## src/rtl/pca_pkg.sv

```systemverilog
// What this block does
// - each slot has an eight-bit pulses-per-internal-sample field
// - each slot has a three-bit field choosing how many samples combine
// - with combining active, results come at sample rate over sample count
// - pulses per result equal pulse count times samples combined
// - photodiode reverse bias applies only while its enable bit is one
// - bias level per slot: upper two bits slot B, lower two slot A
// - each slot has a four-bit polarity pattern, bit n for pulse n+1
// - the same four-entry pattern repeats every four pulses, restarting at pulse one each sample
// - pattern bit zero means normal integration, one means reversed
// - pulse results are added or subtracted per math fields
// - one register holds four two-bit math fields for both slots
// - math code 01 adds first pulse of pair, subtracts second
// - pattern value A reverses pulses two and four only
// - math codes: 00 add both, 01 add-sub, 10 sub-add, 11 sub both
package pca_pkg;
    localparam int NUM_SLOTS = 2;
    localparam int PULSE_W   = 14;
    localparam int ACC_W     = 32;
    localparam int REG_W     = 16;
    localparam int IDX_W     = 8;
    localparam int PCNT_W    = 8;
    localparam int PCNT_LSB  = 8;
    localparam int AVG_W     = 3;
    localparam int ORDER_W   = 4;
    localparam int ORDER_LSB = 0;
    localparam int MATH_W    = 2;
    localparam int BIAS_W    = 2;
    localparam int BIAS_EN_BIT = 7;
    localparam int AVG_LSB   [NUM_SLOTS] = '{4, 8};
    localparam int BIAS_LSB  [NUM_SLOTS] = '{8, 10};
    localparam int M12_LSB   [NUM_SLOTS] = '{1, 5};
    localparam int M34_LSB   [NUM_SLOTS] = '{8, 10};
    // software registers, kept in one array
    localparam int NUM_CFG    = 7;
    localparam int CFG_AVG    = 0;
    localparam int CFG_ORD_A  = 1;
    localparam int CFG_PCNT_A = 3;
    localparam int CFG_BIAS   = 5;
    localparam int CFG_MATH   = 6;
    localparam logic [7:0] CFG_IDX [NUM_CFG] =
        '{8'h15, 8'h17, 8'h1D, 8'h31, 8'h36, 8'h54, 8'h58};
    localparam logic [15:0] CFG_MASK [NUM_CFG] =
        '{16'h0770, 16'h000F, 16'h000F, 16'hFF00, 16'hFF00, 16'h0F80, 16'h0F66};
    localparam logic [15:0] CFG_RST [NUM_CFG] =
        '{16'h0000, 16'h0000, 16'h0000, 16'h0100, 16'h0100, 16'h0000, 16'h0000};
    localparam logic [7:0] RES_A_IDX = 8'h60;
    localparam logic [7:0] RES_B_IDX = 8'h61;
    localparam logic [7:0] STAT_IDX  = 8'h62;
    localparam logic [1:0] MATH_ADD_SUB = 2'h1;
    localparam logic [3:0] ORDER_ALT    = 4'hA;
endpackage

```

## src/rtl/pca_cfg_regs.sv

```systemverilog
`timescale 1ns/10ps
module pca_cfg_regs (
    input  wire logic                                        clk_in,
    input  wire logic                                        rst_b_in,
    input  wire logic                                        wr_en_in,
    input  wire logic [pca_pkg::NUM_CFG-1:0]                 wr_sel_in,
    input  wire logic [1:0]                                  strb_in,
    input  wire logic [pca_pkg::REG_W-1:0]                   wdata_in,
    output logic      [pca_pkg::NUM_CFG-1:0][pca_pkg::REG_W-1:0] cfg_out
);
    import pca_pkg::*;

    logic [NUM_CFG-1:0][REG_W-1:0] cfg_ff;
    logic [REG_W-1:0]              lane_mask;

    // reserved bits never store, so they read back as zero
    assign lane_mask = {{8{strb_in[1]}}, {8{strb_in[0]}}};
    assign cfg_out   = cfg_ff;

    genvar i;
    generate
        for (i = 0; i < NUM_CFG; i++) begin : g_reg
            logic [REG_W-1:0] wmask;
            assign wmask = lane_mask & CFG_MASK[i];
            // byte-lane write, one word per register
            always_ff @(posedge clk_in or negedge rst_b_in) begin
                if (!rst_b_in) begin
                    cfg_ff[i] <= CFG_RST[i];
                end else if (wr_en_in && wr_sel_in[i]) begin
                    cfg_ff[i] <= (cfg_ff[i] & ~wmask) | (wdata_in & wmask);
                end
            end
        end
    endgenerate
endmodule

```

## src/rtl/pca_slot_accum.sv

```systemverilog
`timescale 1ns/10ps
module pca_slot_accum (
    input  wire logic                               clk_in,
    input  wire logic                               rst_b_in,
    input  wire logic                               start_in,
    input  wire logic                               pulse_valid_in,
    input  wire logic [pca_pkg::PULSE_W-1:0]        pulse_data_in,
    input  wire logic [pca_pkg::PCNT_W-1:0]         pcnt_in,
    input  wire logic [pca_pkg::AVG_W-1:0]          avg_in,
    input  wire logic [pca_pkg::ORDER_W-1:0]        pattern_in,
    input  wire logic [pca_pkg::MATH_W-1:0]         math12_in,
    input  wire logic [pca_pkg::MATH_W-1:0]         math34_in,
    output logic      [1:0]                         pos_out,
    output logic                                    reverse_out,
    output logic                                    subtract_out,
    output logic                                    sample_done_out,
    output logic                                    result_valid_out,
    output logic      [pca_pkg::ACC_W-1:0]          result_out
);
    import pca_pkg::*;

    logic [1:0]       pos_ff,  nxt_pos;
    logic [8:0]       cnt_ff,  nxt_cnt;
    logic [8:0]       samp_ff, nxt_samp;
    logic [ACC_W-1:0] sacc_ff, nxt_sacc;
    logic [ACC_W-1:0] oacc_ff, nxt_oacc;
    logic [ACC_W-1:0] res_ff,  nxt_res;
    logic             rev_ff, done_ff, nxt_done, valid_ff, nxt_valid;

    // zero pulse count is taken as one so a sample always ends
    wire [8:0]       eff_pcnt   = (pcnt_in == '0) ? 9'h001 : {1'b0, pcnt_in};
    wire [8:0]       eff_avg    = 9'h001 << avg_in;
    wire [1:0]       pair_code  = pos_ff[1] ? math34_in : math12_in;
    wire             sub        = pos_ff[0] ? pair_code[0] : pair_code[1];
    wire [ACC_W-1:0] mag        = {{(ACC_W-PULSE_W){1'b0}}, pulse_data_in};
    wire [ACC_W-1:0] term       = sub ? (~mag + 32'h0000_0001) : mag;
    wire [ACC_W-1:0] sample_sum = sacc_ff + term;
    wire [ACC_W-1:0] out_sum    = oacc_ff + sample_sum;
    // >= so a count lowered mid-sample still closes it
    wire             last_pulse = (cnt_ff + 9'h001) >= eff_pcnt;
    wire             last_samp  = (samp_ff + 9'h001) >= eff_avg;

    assign pos_out          = pos_ff;
    assign reverse_out      = rev_ff;
    assign subtract_out     = sub;
    assign sample_done_out  = done_ff;
    assign result_valid_out = valid_ff;
    assign result_out       = res_ff;

    // pulse sequencing and two-level accumulation
    always_comb begin
        nxt_pos   = pos_ff;
        nxt_cnt   = cnt_ff;
        nxt_samp  = samp_ff;
        nxt_sacc  = sacc_ff;
        nxt_oacc  = oacc_ff;
        nxt_res   = res_ff;
        nxt_done  = 1'b0;
        nxt_valid = 1'b0;
        if (start_in) begin
            nxt_pos  = 2'h0;
            nxt_cnt  = 9'h000;
            nxt_sacc = '0;
            nxt_samp = 9'h000;
            nxt_oacc = '0;
        end else if (pulse_valid_in) begin
            if (last_pulse) begin
                nxt_pos  = 2'h0;
                nxt_cnt  = 9'h000;
                nxt_sacc = '0;
                nxt_done = 1'b1;
                if (last_samp) begin
                    nxt_samp  = 9'h000;
                    nxt_oacc  = '0;
                    nxt_res   = out_sum;
                    nxt_valid = 1'b1;
                end else begin
                    nxt_samp = samp_ff + 9'h001;
                    nxt_oacc = out_sum;
                end
            end else begin
                nxt_pos  = pos_ff + 2'h1;
                nxt_cnt  = cnt_ff + 9'h001;
                nxt_sacc = sample_sum;
            end
        end
    end

    always_ff @(posedge clk_in or negedge rst_b_in) begin
        if (!rst_b_in) begin
            pos_ff   <= 2'h0;
            cnt_ff   <= 9'h000;
            samp_ff  <= 9'h000;
            sacc_ff  <= '0;
            oacc_ff  <= '0;
            res_ff   <= '0;
            rev_ff   <= 1'b0;
            done_ff  <= 1'b0;
            valid_ff <= 1'b0;
        end else begin
            pos_ff   <= nxt_pos;
            cnt_ff   <= nxt_cnt;
            samp_ff  <= nxt_samp;
            sacc_ff  <= nxt_sacc;
            oacc_ff  <= nxt_oacc;
            res_ff   <= nxt_res;
            rev_ff   <= pattern_in[nxt_pos];
            done_ff  <= nxt_done;
            valid_ff <= nxt_valid;
        end
    end
endmodule

```

## src/rtl/pca_top.sv

```systemverilog
// The APB register port was chosen for this implementation.
`timescale 1ns/10ps
module pca_top (
    input  wire logic                                   CLK_IN,
    input  wire logic                                   RST_B_IN,
    input  wire logic                                   PSEL_IN,
    input  wire logic                                   PENABLE_IN,
    input  wire logic                                   PWRITE_IN,
    input  wire logic [11:0]                            PADDR_IN,
    input  wire logic [31:0]                            PWDATA_IN,
    input  wire logic [3:0]                             PSTRB_IN,
    output logic      [31:0]                            PRDATA_OUT,
    output logic                                        PREADY_OUT,
    output logic                                        PSLVERR_OUT,
    input  wire logic                                   PULSE_VALID_IN,
    input  wire logic                                   PULSE_SLOT_IN,
    input  wire logic [pca_pkg::PULSE_W-1:0]            PULSE_DATA_IN,
    input  wire logic [pca_pkg::NUM_SLOTS-1:0]          SAMPLE_START_IN,
    output logic      [pca_pkg::NUM_SLOTS-1:0]          REVERSE_OUT,
    output logic      [pca_pkg::NUM_SLOTS-1:0]          RESULT_VALID_OUT,
    output logic      [pca_pkg::ACC_W-1:0]              RESULT_A_OUT,
    output logic      [pca_pkg::ACC_W-1:0]              RESULT_B_OUT,
    output logic                                        PD_BIAS_EN_OUT,
    output logic      [pca_pkg::BIAS_W-1:0]             BIAS_A_LEVEL_OUT,
    output logic      [pca_pkg::BIAS_W-1:0]             BIAS_B_LEVEL_OUT
);
    import pca_pkg::*;

    logic [NUM_CFG-1:0][REG_W-1:0] cfg;
    logic [NUM_CFG-1:0]            cfg_hit;
    logic [31:0]                   rd_chain [NUM_CFG+1];
    logic [1:0]                    pos_w     [NUM_SLOTS];
    logic [ORDER_W-1:0]            pattern_w [NUM_SLOTS];
    logic [PCNT_W-1:0]             pcnt_w    [NUM_SLOTS];
    logic [AVG_W-1:0]              avg_w     [NUM_SLOTS];
    logic [MATH_W-1:0]             m12_w     [NUM_SLOTS];
    logic [MATH_W-1:0]             m34_w     [NUM_SLOTS];
    logic [ACC_W-1:0]              result_w  [NUM_SLOTS];
    logic [NUM_SLOTS-1:0]          sub_w;
    logic [NUM_SLOTS-1:0]          done_w;
    logic [31:0]                   prdata_ff;
    logic                          pslverr_ff;
    logic                          bias_en_ff;
    logic [BIAS_W-1:0]             bias_a_ff, bias_b_ff;

    // apb decode: word index is byte address over four
    wire [IDX_W-1:0] idx      = PADDR_IN[9:2];
    wire             addr_ok  = (PADDR_IN[1:0] == 2'h0) && (PADDR_IN[11:10] == 2'h0);
    wire             setup    = PSEL_IN && !PENABLE_IN;
    wire             wr_take  = PSEL_IN && PENABLE_IN && PWRITE_IN;
    wire             res_a_hit = addr_ok && (idx == RES_A_IDX);
    wire             res_b_hit = addr_ok && (idx == RES_B_IDX);
    wire             stat_hit  = addr_ok && (idx == STAT_IDX);
    wire             any_hit   = (|cfg_hit) || res_a_hit || res_b_hit || stat_hit;
    wire [31:0]      stat_word = {26'h0, REVERSE_OUT, pos_w[1], pos_w[0]};
    wire [31:0]      rd_word   = rd_chain[NUM_CFG]
                               | (res_a_hit ? result_w[0] : 32'h0000_0000)
                               | (res_b_hit ? result_w[1] : 32'h0000_0000)
                               | (stat_hit  ? stat_word   : 32'h0000_0000);

    assign rd_chain[0] = 32'h0000_0000;

    // per-register hit and read mux chain
    genvar i;
    generate
        for (i = 0; i < NUM_CFG; i++) begin : g_dec
            assign cfg_hit[i]    = addr_ok && (idx == CFG_IDX[i]);
            assign rd_chain[i+1] = rd_chain[i] | (cfg_hit[i] ? {16'h0000, cfg[i]} : 32'h0000_0000);
        end
    endgenerate

    // zero wait states: every access phase completes at once
    assign PREADY_OUT  = 1'b1;
    assign PRDATA_OUT  = prdata_ff;
    assign PSLVERR_OUT = pslverr_ff;

    // read data latched in setup so it stands through the access phase
    always_ff @(posedge CLK_IN or negedge RST_B_IN) begin
        if (!RST_B_IN) begin
            prdata_ff  <= 32'h0000_0000;
            pslverr_ff <= 1'b0;
        end else if (setup) begin
            prdata_ff  <= PWRITE_IN ? 32'h0000_0000 : rd_word;
            pslverr_ff <= !any_hit;
        end
    end

    pca_cfg_regs u_regs (
        .clk_in    (CLK_IN),
        .rst_b_in  (RST_B_IN),
        .wr_en_in  (wr_take),
        .wr_sel_in (cfg_hit),
        .strb_in   (PSTRB_IN[1:0]),
        .wdata_in  (PWDATA_IN[15:0]),
        .cfg_out   (cfg)
    );

    // one accumulator per time slot
    genvar s;
    generate
        for (s = 0; s < NUM_SLOTS; s++) begin : g_slot
            logic pvalid;
            assign pcnt_w[s]    = cfg[CFG_PCNT_A+s][PCNT_LSB +: PCNT_W];
            assign avg_w[s]     = cfg[CFG_AVG][AVG_LSB[s] +: AVG_W];
            assign pattern_w[s] = cfg[CFG_ORD_A+s][ORDER_LSB +: ORDER_W];
            assign m12_w[s]     = cfg[CFG_MATH][M12_LSB[s] +: MATH_W];
            assign m34_w[s]     = cfg[CFG_MATH][M34_LSB[s] +: MATH_W];
            assign pvalid       = PULSE_VALID_IN && (PULSE_SLOT_IN == 1'(s));
            pca_slot_accum u_acc (
                .clk_in           (CLK_IN),
                .rst_b_in         (RST_B_IN),
                .start_in         (SAMPLE_START_IN[s]),
                .pulse_valid_in   (pvalid),
                .pulse_data_in    (PULSE_DATA_IN),
                .pcnt_in          (pcnt_w[s]),
                .avg_in           (avg_w[s]),
                .pattern_in       (pattern_w[s]),
                .math12_in        (m12_w[s]),
                .math34_in        (m34_w[s]),
                .pos_out          (pos_w[s]),
                .reverse_out      (REVERSE_OUT[s]),
                .subtract_out     (sub_w[s]),
                .sample_done_out  (done_w[s]),
                .result_valid_out (RESULT_VALID_OUT[s]),
                .result_out       (result_w[s])
            );
        end
    endgenerate

    assign RESULT_A_OUT = result_w[0];
    assign RESULT_B_OUT = result_w[1];

    // bias level forced to zero whenever the enable is clear
    wire             bias_en  = cfg[CFG_BIAS][BIAS_EN_BIT];
    wire [BIAS_W-1:0] lvl_a   = cfg[CFG_BIAS][BIAS_LSB[0] +: BIAS_W];
    wire [BIAS_W-1:0] lvl_b   = cfg[CFG_BIAS][BIAS_LSB[1] +: BIAS_W];

    always_ff @(posedge CLK_IN or negedge RST_B_IN) begin
        if (!RST_B_IN) begin
            bias_en_ff <= 1'b0;
            bias_a_ff  <= '0;
            bias_b_ff  <= '0;
        end else begin
            bias_en_ff <= bias_en;
            bias_a_ff  <= bias_en ? lvl_a : '0;
            bias_b_ff  <= bias_en ? lvl_b : '0;
        end
    end

    assign PD_BIAS_EN_OUT   = bias_en_ff;
    assign BIAS_A_LEVEL_OUT = bias_a_ff;
    assign BIAS_B_LEVEL_OUT = bias_b_ff;

    // checking helpers: delayed pattern, counts between results
    logic [ORDER_W-1:0] pat_d_ff  [NUM_SLOTS];
    logic [15:0]        npulse_ff [NUM_SLOTS];
    logic [8:0]         nsamp_ff  [NUM_SLOTS];

    generate
        for (s = 0; s < NUM_SLOTS; s++) begin : g_chk
            wire        pv      = PULSE_VALID_IN && (PULSE_SLOT_IN == 1'(s));
            wire [15:0] eff_p   = (pcnt_w[s] == '0) ? 16'h0001 : {8'h00, pcnt_w[s]};
            wire [15:0] eff_a   = 16'h0001 << avg_w[s];
            wire [31:0] want_p  = eff_p * eff_a;
            wire [8:0]  want_s  = 9'h001 << avg_w[s];

            always_ff @(posedge CLK_IN or negedge RST_B_IN) begin
                if (!RST_B_IN) begin
                    pat_d_ff[s]  <= '0;
                    npulse_ff[s] <= 16'h0000;
                    nsamp_ff[s]  <= 9'h000;
                end else begin
                    pat_d_ff[s] <= pattern_w[s];
                    if (SAMPLE_START_IN[s] || RESULT_VALID_OUT[s]) begin
                        npulse_ff[s] <= SAMPLE_START_IN[s] ? 16'h0000 : {15'h0000, pv};
                        nsamp_ff[s]  <= 9'h000;
                    end else begin
                        npulse_ff[s] <= npulse_ff[s] + {15'h0000, pv};
                        nsamp_ff[s]  <= nsamp_ff[s] + {8'h00, done_w[s]};
                    end
                end
            end

            a_result_rate: assert property (@(posedge CLK_IN) disable iff (!RST_B_IN)
                (RESULT_VALID_OUT[s] && $stable(avg_w[s]) && $past(!SAMPLE_START_IN[s]))
                |-> (nsamp_ff[s] + 9'h001) == want_s)
                else $error("result emitted after wrong sample count");

            a_result_pulses: assert property (@(posedge CLK_IN) disable iff (!RST_B_IN)
                (RESULT_VALID_OUT[s] && $stable(cfg) && $past(!RESULT_VALID_OUT[s])
                 && $past(!SAMPLE_START_IN[s]))
                |-> {16'h0000, npulse_ff[s]} == want_p)
                else $error("pulse total per result wrong");

            a_pattern_order: assert property (@(posedge CLK_IN) disable iff (!RST_B_IN)
                ##1 REVERSE_OUT[s] == pat_d_ff[s][pos_w[s]])
                else $error("reverse flag does not follow pattern bit");

            a_pattern_wrap: assert property (@(posedge CLK_IN) disable iff (!RST_B_IN)
                (pv && !SAMPLE_START_IN[s] && !done_w[s] && pos_w[s] == 2'h3
                 && ({1'b0, npulse_ff[s]} + 17'h00001) < {1'b0, eff_p})
                |=> pos_w[s] == 2'h0)
                else $error("pattern position did not wrap after pulse four");

            a_alt_pattern: assert property (@(posedge CLK_IN) disable iff (!RST_B_IN)
                (pat_d_ff[s] == ORDER_ALT && $stable(pattern_w[s]))
                |-> REVERSE_OUT[s] == pos_w[s][0])
                else $error("alternate pattern reverses wrong pulses");

            a_math_addsub: assert property (@(posedge CLK_IN) disable iff (!RST_B_IN)
                (m12_w[s] == MATH_ADD_SUB && pos_w[s][1] == 1'b0)
                |-> sub_w[s] == pos_w[s][0])
                else $error("add-subtract code gives wrong sign");

            a_math_codes: assert property (@(posedge CLK_IN) disable iff (!RST_B_IN)
                sub_w[s] == (pos_w[s][0] ? (pos_w[s][1] ? m34_w[s][0] : m12_w[s][0])
                                         : (pos_w[s][1] ? m34_w[s][1] : m12_w[s][1])))
                else $error("math code decode wrong");

            a_pos_restart: assert property (@(posedge CLK_IN) disable iff (!RST_B_IN)
                SAMPLE_START_IN[s] |=> (pos_w[s] == 2'h0) && !RESULT_VALID_OUT[s])
                else $error("position not back to pulse one after start");
        end
    endgenerate

    a_bias_gate: assert property (@(posedge CLK_IN) disable iff (!RST_B_IN)
        !bias_en |=> (BIAS_A_LEVEL_OUT == '0) && (BIAS_B_LEVEL_OUT == '0) && !PD_BIAS_EN_OUT)
        else $error("bias level present while disabled");

    a_bias_level: assert property (@(posedge CLK_IN) disable iff (!RST_B_IN)
        bias_en |=> BIAS_B_LEVEL_OUT == $past(lvl_b) && BIAS_A_LEVEL_OUT == $past(lvl_a))
        else $error("bias level taken from wrong field");

    a_pcnt_read: assert property (@(posedge CLK_IN) disable iff (!RST_B_IN)
        (setup && !PWRITE_IN && cfg_hit[CFG_PCNT_A])
        |=> PRDATA_OUT[15:8] == $past(pcnt_w[0]) && PRDATA_OUT[7:0] == 8'h00)
        else $error("pulse count readback wrong");

    a_avg_read: assert property (@(posedge CLK_IN) disable iff (!RST_B_IN)
        (setup && !PWRITE_IN && cfg_hit[CFG_AVG])
        |=> PRDATA_OUT[10:8] == $past(avg_w[1]) && PRDATA_OUT[6:4] == $past(avg_w[0]))
        else $error("averaging field readback wrong");

    a_math_read: assert property (@(posedge CLK_IN) disable iff (!RST_B_IN)
        (setup && !PWRITE_IN && cfg_hit[CFG_MATH])
        |=> PRDATA_OUT[11:8] == {$past(m34_w[1]), $past(m34_w[0])}
            && PRDATA_OUT[6:5] == $past(m12_w[1]) && PRDATA_OUT[2:1] == $past(m12_w[0]))
        else $error("math field readback wrong");

    a_sign_add: assert property (@(posedge CLK_IN) disable iff (!RST_B_IN)
        (m12_w[0] == 2'h0 && m34_w[0] == 2'h0) |-> !sub_w[0])
        else $error("add-both code subtracts");

    c_result_a: cover property (@(posedge CLK_IN) disable iff (!RST_B_IN)
        RESULT_VALID_OUT[0] && avg_w[0] != '0);
    c_result_b: cover property (@(posedge CLK_IN) disable iff (!RST_B_IN)
        RESULT_VALID_OUT[1]);
    c_chop_wrap: cover property (@(posedge CLK_IN) disable iff (!RST_B_IN)
        pattern_w[0] == ORDER_ALT && pos_w[0] == 2'h3 ##1 pos_w[0] == 2'h0);
    c_bias_on: cover property (@(posedge CLK_IN) disable iff (!RST_B_IN)
        PD_BIAS_EN_OUT && BIAS_A_LEVEL_OUT == 2'h2);
endmodule

```

## config.mk

```make
export PLATFORM = sky130hd
export DESIGN_NAME = pca_top
export DESIGN_NICKNAME = d
export VERILOG_FILES = /design/src/rtl/pca_pkg.sv /design/src/rtl/pca_cfg_regs.sv /design/src/rtl/pca_slot_accum.sv /design/src/rtl/pca_top.sv
export SDC_FILE = /design/constraint.sdc
export NUM_CORES = 1
export LEC_CHECK = 0
export BUFFER_PORTS_ARGS = -buffer_cell sky130_fd_sc_hd__buf_2
export CAP_MARGIN = 20
export CORE_MARGIN = 8
export CORE_UTILIZATION = 61
export CTS_CLUSTER_DIAMETER = 150
export DETAILED_ROUTE_END_ITERATION = 10
export PLACE_DENSITY = 0.8
export SLEW_MARGIN = 20
export SYNTH_ARGS = -nofsm -noshare
export SYNTH_HDL_FRONTEND = slang
export SYNTH_SLANG_ARGS = --single-unit
```

## constraint.sdc

```tcl
create_clock -name CLK_IN -period 6.5 [get_ports CLK_IN]
set_input_delay 0.975 -clock CLK_IN [delete_from_list [all_inputs] [get_ports CLK_IN]]
set_output_delay 0.975 -clock CLK_IN [all_outputs]
set_load 0.01 [all_outputs]
```

* Word-level counts from Yosys, hierarchy flattened *
Index checks and enable logic that the tools add are counted.

word-level totals
  word-level logic and storage cells = 202
  register bits = 386
  output and inout bits = 107

cells by class
  mux-type cells = 67
  bitwise operators = 37
  order comparisons = 6
  $add $sub $neg = 11
  shift-type cells = 2
  reduce and logical (&&, ||, !) cells = 41
  equal/unequal tests = 10

operators with widths
  operator                                                               count
  32-bit 2-to-1 mux                                                      19
  16-bit OR                                                              13
  32-bit adder                                                           4
  16-bit bitwise AND                                                     8
  9-bit 2-to-1 mux                                                       14
  16-bit 2-to-1 mux                                                      7
  32-bit OR                                                              2
  8-bit by 7-bit equality test with 1-bit output, second input constant  5
  9-bit by 1-bit adder with 9-bit output, second input constant          4
  9-bit >= comparator                                                    4
  32-bit by 1-bit adder with 32-bit output, second input constant        1
  16-bit by 12-bit bitwise AND with 16-bit output                        2
  12-bit NOT with 16-bit output                                          2
  14-bit NOT with 32-bit output                                          1
  32-bit by 6-bit OR with 32-bit output                                  1
  8-bit by 5-bit equality test with 1-bit output, second input constant  3
  1-bit logical AND                                                      23
  2-bit 2-to-1 mux                                                       10
  1-bit by 3-bit left shift with 9-bit output, first input constant      2
  16-bit by 11-bit bitwise AND with 16-bit output                        1
  16-bit by 4-bit bitwise AND with 16-bit output                         1
  8-bit by 6-bit equality test with 1-bit output, second input constant  2
  8-bit zero test                                                        2
  8-bit 2-to-1 mux                                                       2
  16 further kinds                                                       41

* Longest topological paths before layout *
Gate-level depths: netlist of run 1.

  word-level depth = 14
  mapped depth = 31

* By module *
Synthesis of run 1 repeated with hierarchy kept, for this count alone.

second synthesis, totals
  cell total of the unflattened synthesis = 2335
  area, all modules = 22670.5 um^2

by module, submodules not included
  module                            instances  sequential area each (um^2)  area an instance (um^2)  cells each
  pca_slot_accum (g_slot[1].u_acc)  1          2977.9                       8800.9                   933
  pca_slot_accum (g_slot[0].u_acc)  1          2977.9                       8753.4                   909
  pca_top                           1          950.9                        2964.1                   326
  pca_cfg_regs                      1          1078.5                       2152.1                   167

* Worst setup path after synthesis of run 1 *
No wires, ideal clock.

  kind = input to register
  start = input PULSE_DATA_IN[1] in the netlist's numbering
  end = register g_slot[1].u_acc.oacc_ff[29]
  path slack = -0.352 ns
  setup time = 0.132 ns
  data arrival time = 6.720 ns
  stages on the path = 29
  cell sequence = inv_1 ha_1 or3b_1 or3_1 or3_1 nor3_1 clkbuf_1 a21boi_0 ha_1 clkbuf_1 a21o_1 a21oi_1 o211ai_1 a21oi_1 o21ai_1 a221o_1 o31ai_1 xnor2_1 ha_1 clkbuf_1 o21ai_0 o21bai_1 or3_1 a21oi_1 nor2_1 a211o_1 a21oi_1 xor2_1 o21ai_0

on the way
  cells in the longest elaborated chain, start to end = 9

RTL lines
  item                                      RTL line               RTL
  start: declaration                        pca_top.sv:17          input wire logic [pca_pkg::PULSE_W-1:0] PULSE_DATA_IN,
  14-bit NOT with 32-bit output             pca_slot_accum.sv:36   wire [ACC_W-1:0] term = sub ? (~mag + 32'h0000_0001) : mag;
  32-bit by 1-bit adder with 32-bit output  pca_slot_accum.sv:36
  32-bit 2-to-1 mux (*)                     pca_slot_accum.sv:36
  32-bit adder (*)                          pca_slot_accum.sv:37   wire [ACC_W-1:0] sample_sum = sacc_ff + term;
  32-bit adder (*)                          pca_slot_accum.sv:38   wire [ACC_W-1:0] out_sum = oacc_ff + sample_sum;
  32-bit 2-to-1 mux (*)                     pca_slot_accum.sv:72   if (last_samp) begin
  32-bit 2-to-1 mux (*)                     pca_slot_accum.sv:67   if (last_pulse) begin
  32-bit 2-to-1 mux (*)                     pca_slot_accum.sv:66   end else if (pulse_valid_in) begin
  32-bit 2-to-1 mux (*)                     pca_slot_accum.sv:60   if (start_in) begin
  end signal: assignment                    pca_slot_accum.sv:105  oacc_ff <= nxt_oacc;
  end: declaration                          pca_slot_accum.sv:26   logic [ACC_W-1:0] oacc_ff, nxt_oacc;

Every way passes the cells marked *; elsewhere a longest branch is shown, timed or not. The select of a mux whose other input is x is not followed.
A chain may end at the register's enable or synchronous reset.

* Final worst setup path of run 1 *
Same ends and word-level chain as after synthesis.

==> results.yml, run 1 <==
run_status:
  outcome: "completed"
placed_design:
  dp_hpwl_microns: 45750
  port_buffers: 158
  gp_congestion: 0.9880
  post-place-ws_ns: -0.6401
grt:
  grt_pass1_vias: 18360
  grt_pass1_wl_microns: 97640
  antenna_found_initial: 2
  globalRouteOverflowTotal: 0
  grt_max_degree: 133
  track_usage: 0.3079
setup_path:
  crit_path_frequent_cell: "or3_4"
  slowest_delay_ns: 0.39
  cp_slowest_cell: "a311o_1"
  crit_type: "in2reg"
  end_kind: "flop"
  required_ns: 6.89
  critPathMaxFanout: 3
  reg2reg_from: "g_slot[1].u_acc.pos_out[0]$_DFF_PN0_"
  startpoint_type: "input port"
  arrival_ns: 6.89
  r2r_slack_ns: 0.40
  r2r_cells: 25
  timing.rr.end: "g_slot[1].u_acc.oacc_ff[29]$_DFFE_PN0P_"
clock_tree:
  htreeDepth: 2
  insertion_delay_ns: 0.53
  cts_buffers: 36
  cts_tree: "yes"
  clk_path_buf_depth: 3
  clk_pin_slew_worst_paths_ns: 0.06
  clkSinkCount: 317
  cts_root_buffer: "clkbuf_16"
synthesis:
  synthCells: 2077
  syn-cell-area_sq_mm: 0.02047
  synth_edf_count: 0
  ys_seq_area_frac: 0.3876
  ys_types: 76
  avgSynthCellArea_sq_um: 9.857
  synth_ff_type: "dfrtp_1"
  syn-num-nets: 2318
  ys_async_sr_fraction: 1.000
  ys_ff_latch: 317
  synth_warnings: 0
timing:
  slew_headroom: 0.2879
  fmax_ghz: 0.1539
  slew_violations: 0
  tightest_slew_ns: 1.068
  setup_viol: 0
  layout_setup_ws_ns: 0.002360
  skew_ns: 0.01220
  finalCritPeriodShare: 0.9996
  rsz0062_at_grt: "yes"
  hold_violations: 0
  final.min_clock_period_ns: 6.498
routing:
  antenna_left: 0
  drc: 0
  drt-initial-drc-count: 1439
  finalWirelength_microns: 61460
  vias_per_cell: 6.309
  route.vias.total: 18170
  post_drt_wl_per_cell_microns: 21.34
  first_pass_iters: 6
layout:
  final_core_util: 0.7404
  num-fill-cells: 2376
  fin_nets: 2647
  multiInputGateArea_sq_mm: 0.01230
  regArea_sq_mm: 0.007935
  layout-drive-gt1-share: 0.2457
  area_growth_pct: 20.36
pwr:
  power_mw: 4.429
  seq_power_share: 0.460
  switching_share: 0.2587
  p_leak_nw: 12.67
  p_switching_mw: 1.146
  powerDensity_mw_per_mm2: 179.7
  peakVddDrop_mv: 0.1711
  power_frac_comb: 0.101
  p_clk_frac: 0.439
  p_int_mw: 3.283
job:
  cap_viol_max_count: 0
floorplan:
  die_y_microns: 199.2
  rows: 67
  io_pins: 178
  initial_utilization: 0.6151
  die_area_sq_mm: 0.03968
  coreArea_sq_mm: 0.03328
  die_width_microns: 199.2
hold_path:
  min-delay-path-class: "in2async"
## power by group through the flow
stage | clock network (mW) | logic, mW | registers (mW)
3_3_place_gp | 0 | 0.416 | 2.07
3_5_place_dp | 0 | 0.430 | 2.07
5_1_grt | 2.05 | 0.487 | 2.04
2_1_floorplan | 0 | 0.231 | 2.06
4_1_cts | 1.97 | 0.434 | 2.04
6_report | 1.94 | 0.448 | 2.04
## worst max path at each step
stage / from / end / slack [ns] / cells past startpoint
after floorplan: PULSE_DATA_IN[3] / g_slot[1].u_acc.oacc_ff[29]$_DFFE_PN0P_ / -0.04 / 27
after global placement: PULSE_DATA_IN[0] / g_slot[0].u_acc.result_out[31]$_DFFE_PN0P_ / -0.59 / 28
after detailed placement: PULSE_DATA_IN[0] / g_slot[0].u_acc.result_out[31]$_DFFE_PN0P_ / -0.64 / 29
after CTS: PULSE_DATA_IN[0] / g_slot[1].u_acc.oacc_ff[29]$_DFFE_PN0P_ / 0.01 / 29
after global routing: PULSE_DATA_IN[1] / g_slot[1].u_acc.oacc_ff[29]$_DFFE_PN0P_ / -0.27 / 29
final: PULSE_DATA_IN[1] / g_slot[1].u_acc.oacc_ff[29]$_DFFE_PN0P_ / 0.002 / 29
## cell usage in the layout, fill, tap and decap left out, drive strengths merged, types with 13 or more instances in the layout
cell type  instances
and3              20
xor2              55
clkinv            13
buf              377
nor3              23
nand4             19
a21o              61
ha               166
and2              18
a21boi            18
mux2i             37
nand2b            39
clkbuf            47
dfrtp            315
nand2            160
mux2              93
nor2             102
nor2b             31
a221oi            14
a21oi            127
o21a              19
nand3             53
o21ai            138
a22o             147
xnor2            108
inv               56
## critical path: cells and delay by family
family / cells / cell delay (ns)
AOI/OAI and AO/OA: 11 / 2.16
xor gates and xnor gates: 3 / 0.54
adders and majority gates: 3 / 0.75
buffers and inverters: 3 / 0.30
and+or+nand+nor: 9 / 2.17
## layer usage
layer  up-vias  track usage  wire length, microns
li1       8337            -                     -
met1      8859       0.3994                 25360
met2       789       0.4925                 28060
met3       182      0.04985                  4616
met4         2       0.1617                  3397
met5         -            0                    13
## metrics by stage
step	instance area [sq um]	hold slack [ns]	setup TNS [ns]	instances
final	24640	0.4798	0	2880
after global routing	24630	0.4986	-1.598	2878
after CTS	24280	0.4788	0	2864
after detailed placement	23160	0.4604	-13.37	2801
after global placement	23160	0.4572	-9.118	2801
after floorplan	20550	0.4188	-0.04452	2077
## logic make-up after synthesis
| family | Yosys count | synth area share |
|---|---|---|
| AOI/OAI and AO/OA | 641 | 0.2169 |
| xor gates and xnor gates | 163 | 0.06973 |
| adders and majority gates | 170 | 0.1054 |
| buffers and inverters | 144 | 0.02744 |
| DFF | 317 | 0.3876 |
| muxes | 132 | 0.07145 |
| other | 1 | 0.0001832 |
| and+or+nand+nor | 509 | 0.1213 |
## cells in the mapped netlist, types with 6 or more instances
library cell / count / area share
dfrtp_1: 315 / 0.39
ha_1: 166 / 0.10
nand2_1: 160 / 0.029
a22o_1: 147 / 0.063
a21oi_1: 126 / 0.031
o21ai_0: 118 / 0.029
xnor2_1: 108 / 0.046
nor2_1: 102 / 0.019
mux2_2: 93 / 0.051
clkbuf_1: 75 / 0.014
a21o_1: 61 / 0.022
inv_1: 58 / 0.011
xor2_1: 55 / 0.024
nand3_1: 53 / 0.013
nand2b_1: 39 / 0.012
mux2i_1: 37 / 0.018
nor2b_1: 30 / 0.0092
nor3_1: 23 / 0.0056
and3_1: 20 / 0.0061
nand4_1: 19 / 0.0058
o21a_1: 19 / 0.0070
o21ai_1: 19 / 0.0046
and2_1: 18 / 0.0055
a21boi_0: 16 / 0.0059
a221oi_1: 14 / 0.0060
a31oi_1: 12 / 0.0037
o211ai_1: 12 / 0.0044
or3_1: 12 / 0.0037
o21bai_1: 11 / 0.0040
a211oi_1: 10 / 0.0037
a22oi_1: 9 / 0.0033
nor4_1: 8 / 0.0024
o31ai_1: 8 / 0.0029
nand3b_1: 7 / 0.0026
a211o_1: 6 / 0.0026
## cell type report
type / instances / area share
Clock buffer: 47 / 0.03991
Tap cell: 448 / 0.02275
Clock inverter: 15 / 0.004672
Timing Repair Buffer: 377 / 0.1022
Multi-Input combinational cell: 1616 / 0.4990
Antenna cell: 2 / 0.0002031
Sequential cell: 317 / 0.3220
Inverter: 58 / 0.009242
## repair_timing
action | in CTS | in global routing
endpoints found under the hold margin | 0 | 0
gates resized for setup | 5 | 50
hold buffers | 0 | 0
pin swaps | 3 | 22
buffers inserted | 1 | 12
setup endpoints to repair | 6 | 26
Power figures use the tool's default switching activity.
==> run 2: changes to the inputs <==
--- a/config.mk
+++ b/config.mk
@@ -6,7 +6,6 @@
 export NUM_CORES = 1
 export LEC_CHECK = 0
 export BUFFER_PORTS_ARGS = -buffer_cell sky130_fd_sc_hd__buf_2
-export CAP_MARGIN = 20
 export CORE_MARGIN = 8
 export CORE_UTILIZATION = 61
 export CTS_CLUSTER_DIAMETER = 150
==> constraint.sdc (replaced) <==
create_clock -name CLK_IN -period 6.5 [get_ports CLK_IN]
set_input_delay 1.3 -clock CLK_IN [delete_from_list [all_inputs] [get_ports CLK_IN]]
set_output_delay 1.3 -clock CLK_IN [all_outputs]
set_load 0.01 [all_outputs]
==> run 2 against run 1 <==
  * Largest power group is now the clock network
  * Critical path depth stayed put
  * Non-clock buffer count is 71 higher
  * Critical endpoint is now g_slot[1].u_acc.result_out[29]$_DFFE_PN0P_
  * Worst hold slack worse by 0.0015 ns
  * The run now ends with setup timing left
  * Combinational power is 5.4% higher
==> results.yml, run 2 (synthesis gave the netlist of run 1 again) <==
setup_path:
  required_ns: 6.88
  crit_start: "PULSE_DATA_IN[0]"
  cp_slowest_cell: "a311o_1"
  crit_path_frequent_cell: "or3_4"
  endpoint: "g_slot[1].u_acc.result_out[29]$_DFFE_PN0P_"
  crit_type: "in2reg"
  r2r_cells: 25
  startpoint_type: "input port"
  r2r_slack_ns: 0.31
  critPathMaxFanout: 2
  arrival_ns: 7.09
  slowest_delay_ns: 0.39
  end_kind: "flop"
  reg2reg_from: "g_slot[0].u_acc.pos_out[1]$_DFF_PN0_"
  timing.rr.end: "g_slot[0].u_acc.result_out[31]$_DFFE_PN0P_"
timing:
  final.min_clock_period_ns: 6.708
  fmax_ghz: 0.1491
  tightest_slew_ns: 1.130
  hold_violations: 0
  slew_violations: 0
  finalCritPeriodShare: 1.032
  setup_tns_ns: -1.572
  slew_headroom: 0.2450
  setup_viol: 14
  layout_setup_ws_ns: -0.2077
  skew_ns: 0.02208
  rsz0062_at_grt: "yes"
floorplan:
  rows: 67
  coreArea_sq_mm: 0.03328
  die_y_microns: 199.2
  io_pins: 178
  die_area_sq_mm: 0.03968
  die_width_microns: 199.2
  initial_utilization: 0.6151
routing:
  route.vias.total: 19010
  antenna_left: 0
  vias_per_cell: 6.434
  first_pass_iters: 5
  finalWirelength_microns: 65430
  post_drt_wl_per_cell_microns: 22.14
  drt-initial-drc-count: 1425
  drc: 0
grt:
  grt_pass1_wl_microns: 99350
  globalRouteOverflowTotal: 0
  grt_pass1_vias: 19040
  antenna_found_initial: 1
  track_usage: 0.3127
  grt_max_degree: 125
pwr:
  powerDensity_mw_per_mm2: 182.3
  peakVddDrop_mv: 0.1800
  p_leak_nw: 13.25
layout:
  design_area_sq_mm: 0.02591
  layout-drive-gt1-share: 0.2978
  layout_commonest_cell: "dfrtp_1"
  area_growth_pct: 26.59
  num-fill-cells: 2058
  fin_nets: 2718
  final_cell_mix: "dfrtp_1 (315), buf_4 (282), nand2_1 (156)"
job:
  cap_viol_max_count: 0
clock_tree:
  htreeDepth: 2
  postCtsHoldBufs: 0
  clk_path_buf_depth: 3
  clkSinkCount: 317
  clk_pin_slew_worst_paths_ns: 0.06
  cts_buffers: 36
  insertion_delay_ns: 0.54
  cts_root_buffer: "clkbuf_16"
  cts_tree: "yes"
placed_design:
  gp_congestion: 1.007
  port_buffers: 158
  place_area_sq_mm: 0.02365
  dp_hpwl_microns: 46370
run_status:
  violations: "setup timing"
  outcome: "finished, violations left"
hold_path:
  min-delay-path-class: "reg2reg"
[run 2: cell types whose count changed in the layout (fill, tap and decap cells not counted), moves of 7 or more]
cell,before,now
a21oi_1,119,107
xnor2_1,103,94
o21ai_0,112,103
a21oi_2,6,18
buf_4,215,282
ha_1,163,151
ha_4,2,11
xnor2_2,5,12
[run 2: worst min path at each step]
stage                                     startpoint                         end  slack (ns)  cells after the start
final                     PRDATA_OUT[25]$_DFFE_PN0P_  PRDATA_OUT[25]$_DFFE_PN0P_        0.48                      2
after global routing       PRDATA_OUT[9]$_DFFE_PN0P_   PRDATA_OUT[9]$_DFFE_PN0P_        0.49                      1
after CTS                 PRDATA_OUT[27]$_DFFE_PN0P_  PRDATA_OUT[27]$_DFFE_PN0P_        0.48                      2
after detailed placement   PRDATA_OUT[9]$_DFFE_PN0P_   PRDATA_OUT[9]$_DFFE_PN0P_        0.46                      1
after global placement    PRDATA_OUT[27]$_DFFE_PN0P_  PRDATA_OUT[27]$_DFFE_PN0P_        0.46                      2
after floorplan                                 flop    PD_BIAS_EN_OUT$_DFF_PN0_        0.42                      0
[run 2: through the flow]
stage                     utilization  power, mW  hold slack (ns)  setup slack [ns]  std cells
after floorplan                     -      2.295           0.4188           -0.3618       2077
after global routing           0.7785      4.844           0.4927           -0.4501       2953
after CTS                      0.7583      4.712           0.4800           -0.1120       2943
after detailed placement       0.7107      2.513           0.4632           -0.8757       2857
after global placement         0.7107      2.498           0.4577           -0.7253       2857
final                          0.7787      4.724           0.4784           -0.2077       2955
[run 2: cell type report]
| type | instances | area [sq um] | area share |
|---|---|---|---|
| Antenna cell | 2 | 5.005 | 0.0001931 |
| Clock buffer | 50 | 1046 | 0.04036 |
| Clock inverter | 16 | 239.0 | 0.009222 |
| Inverter | 58 | 227.7 | 0.008787 |
| Multi-Input combinational cell | 1616 | 12870 | 0.4966 |
| Sequential cell | 317 | 7935 | 0.3062 |
| Tap cell | 448 | 560.5 | 0.02163 |
| Timing Repair Buffer | 448 | 3033 | 0.1170 |
[run 2: critical path: cells and delay by family]
family                   cells  cell delay [ns]
AND/OR/NAND/NOR              9             2.20
buffers and inverters        3             0.29
adder cells (fa/ha/maj)      3             0.66
XOR/XNOR                     3             0.54
AO/OA/AOI/OAI               11             2.11
[run 2: metal layers]
metal / global-route usage / vias to the layer above / wire length, microns
met5: 0 / - / 0
met4: 0.1716 / 0 / 3908
met3: 0.04749 / 256 / 4973
met2: 0.5159 / 959 / 30970
met1: 0.3917 / 9322 / 25580
li1: - / 8475 / -
[run 2: timing repair]
action                     in CTS  in global routing
setup endpoints to repair      27                 48
pin swaps                      24                 87
resized for setup              32                112
buffers inserted               20                 11
[run 2: report_power, final]
part	leakage [nW]	switching [mW]	internal, mW
clock	0.619	0.879	1.34
sequential	4.34	0.0357	2.00
combinational	8.29	0.285	0.187
total	13.2	1.20	3.52
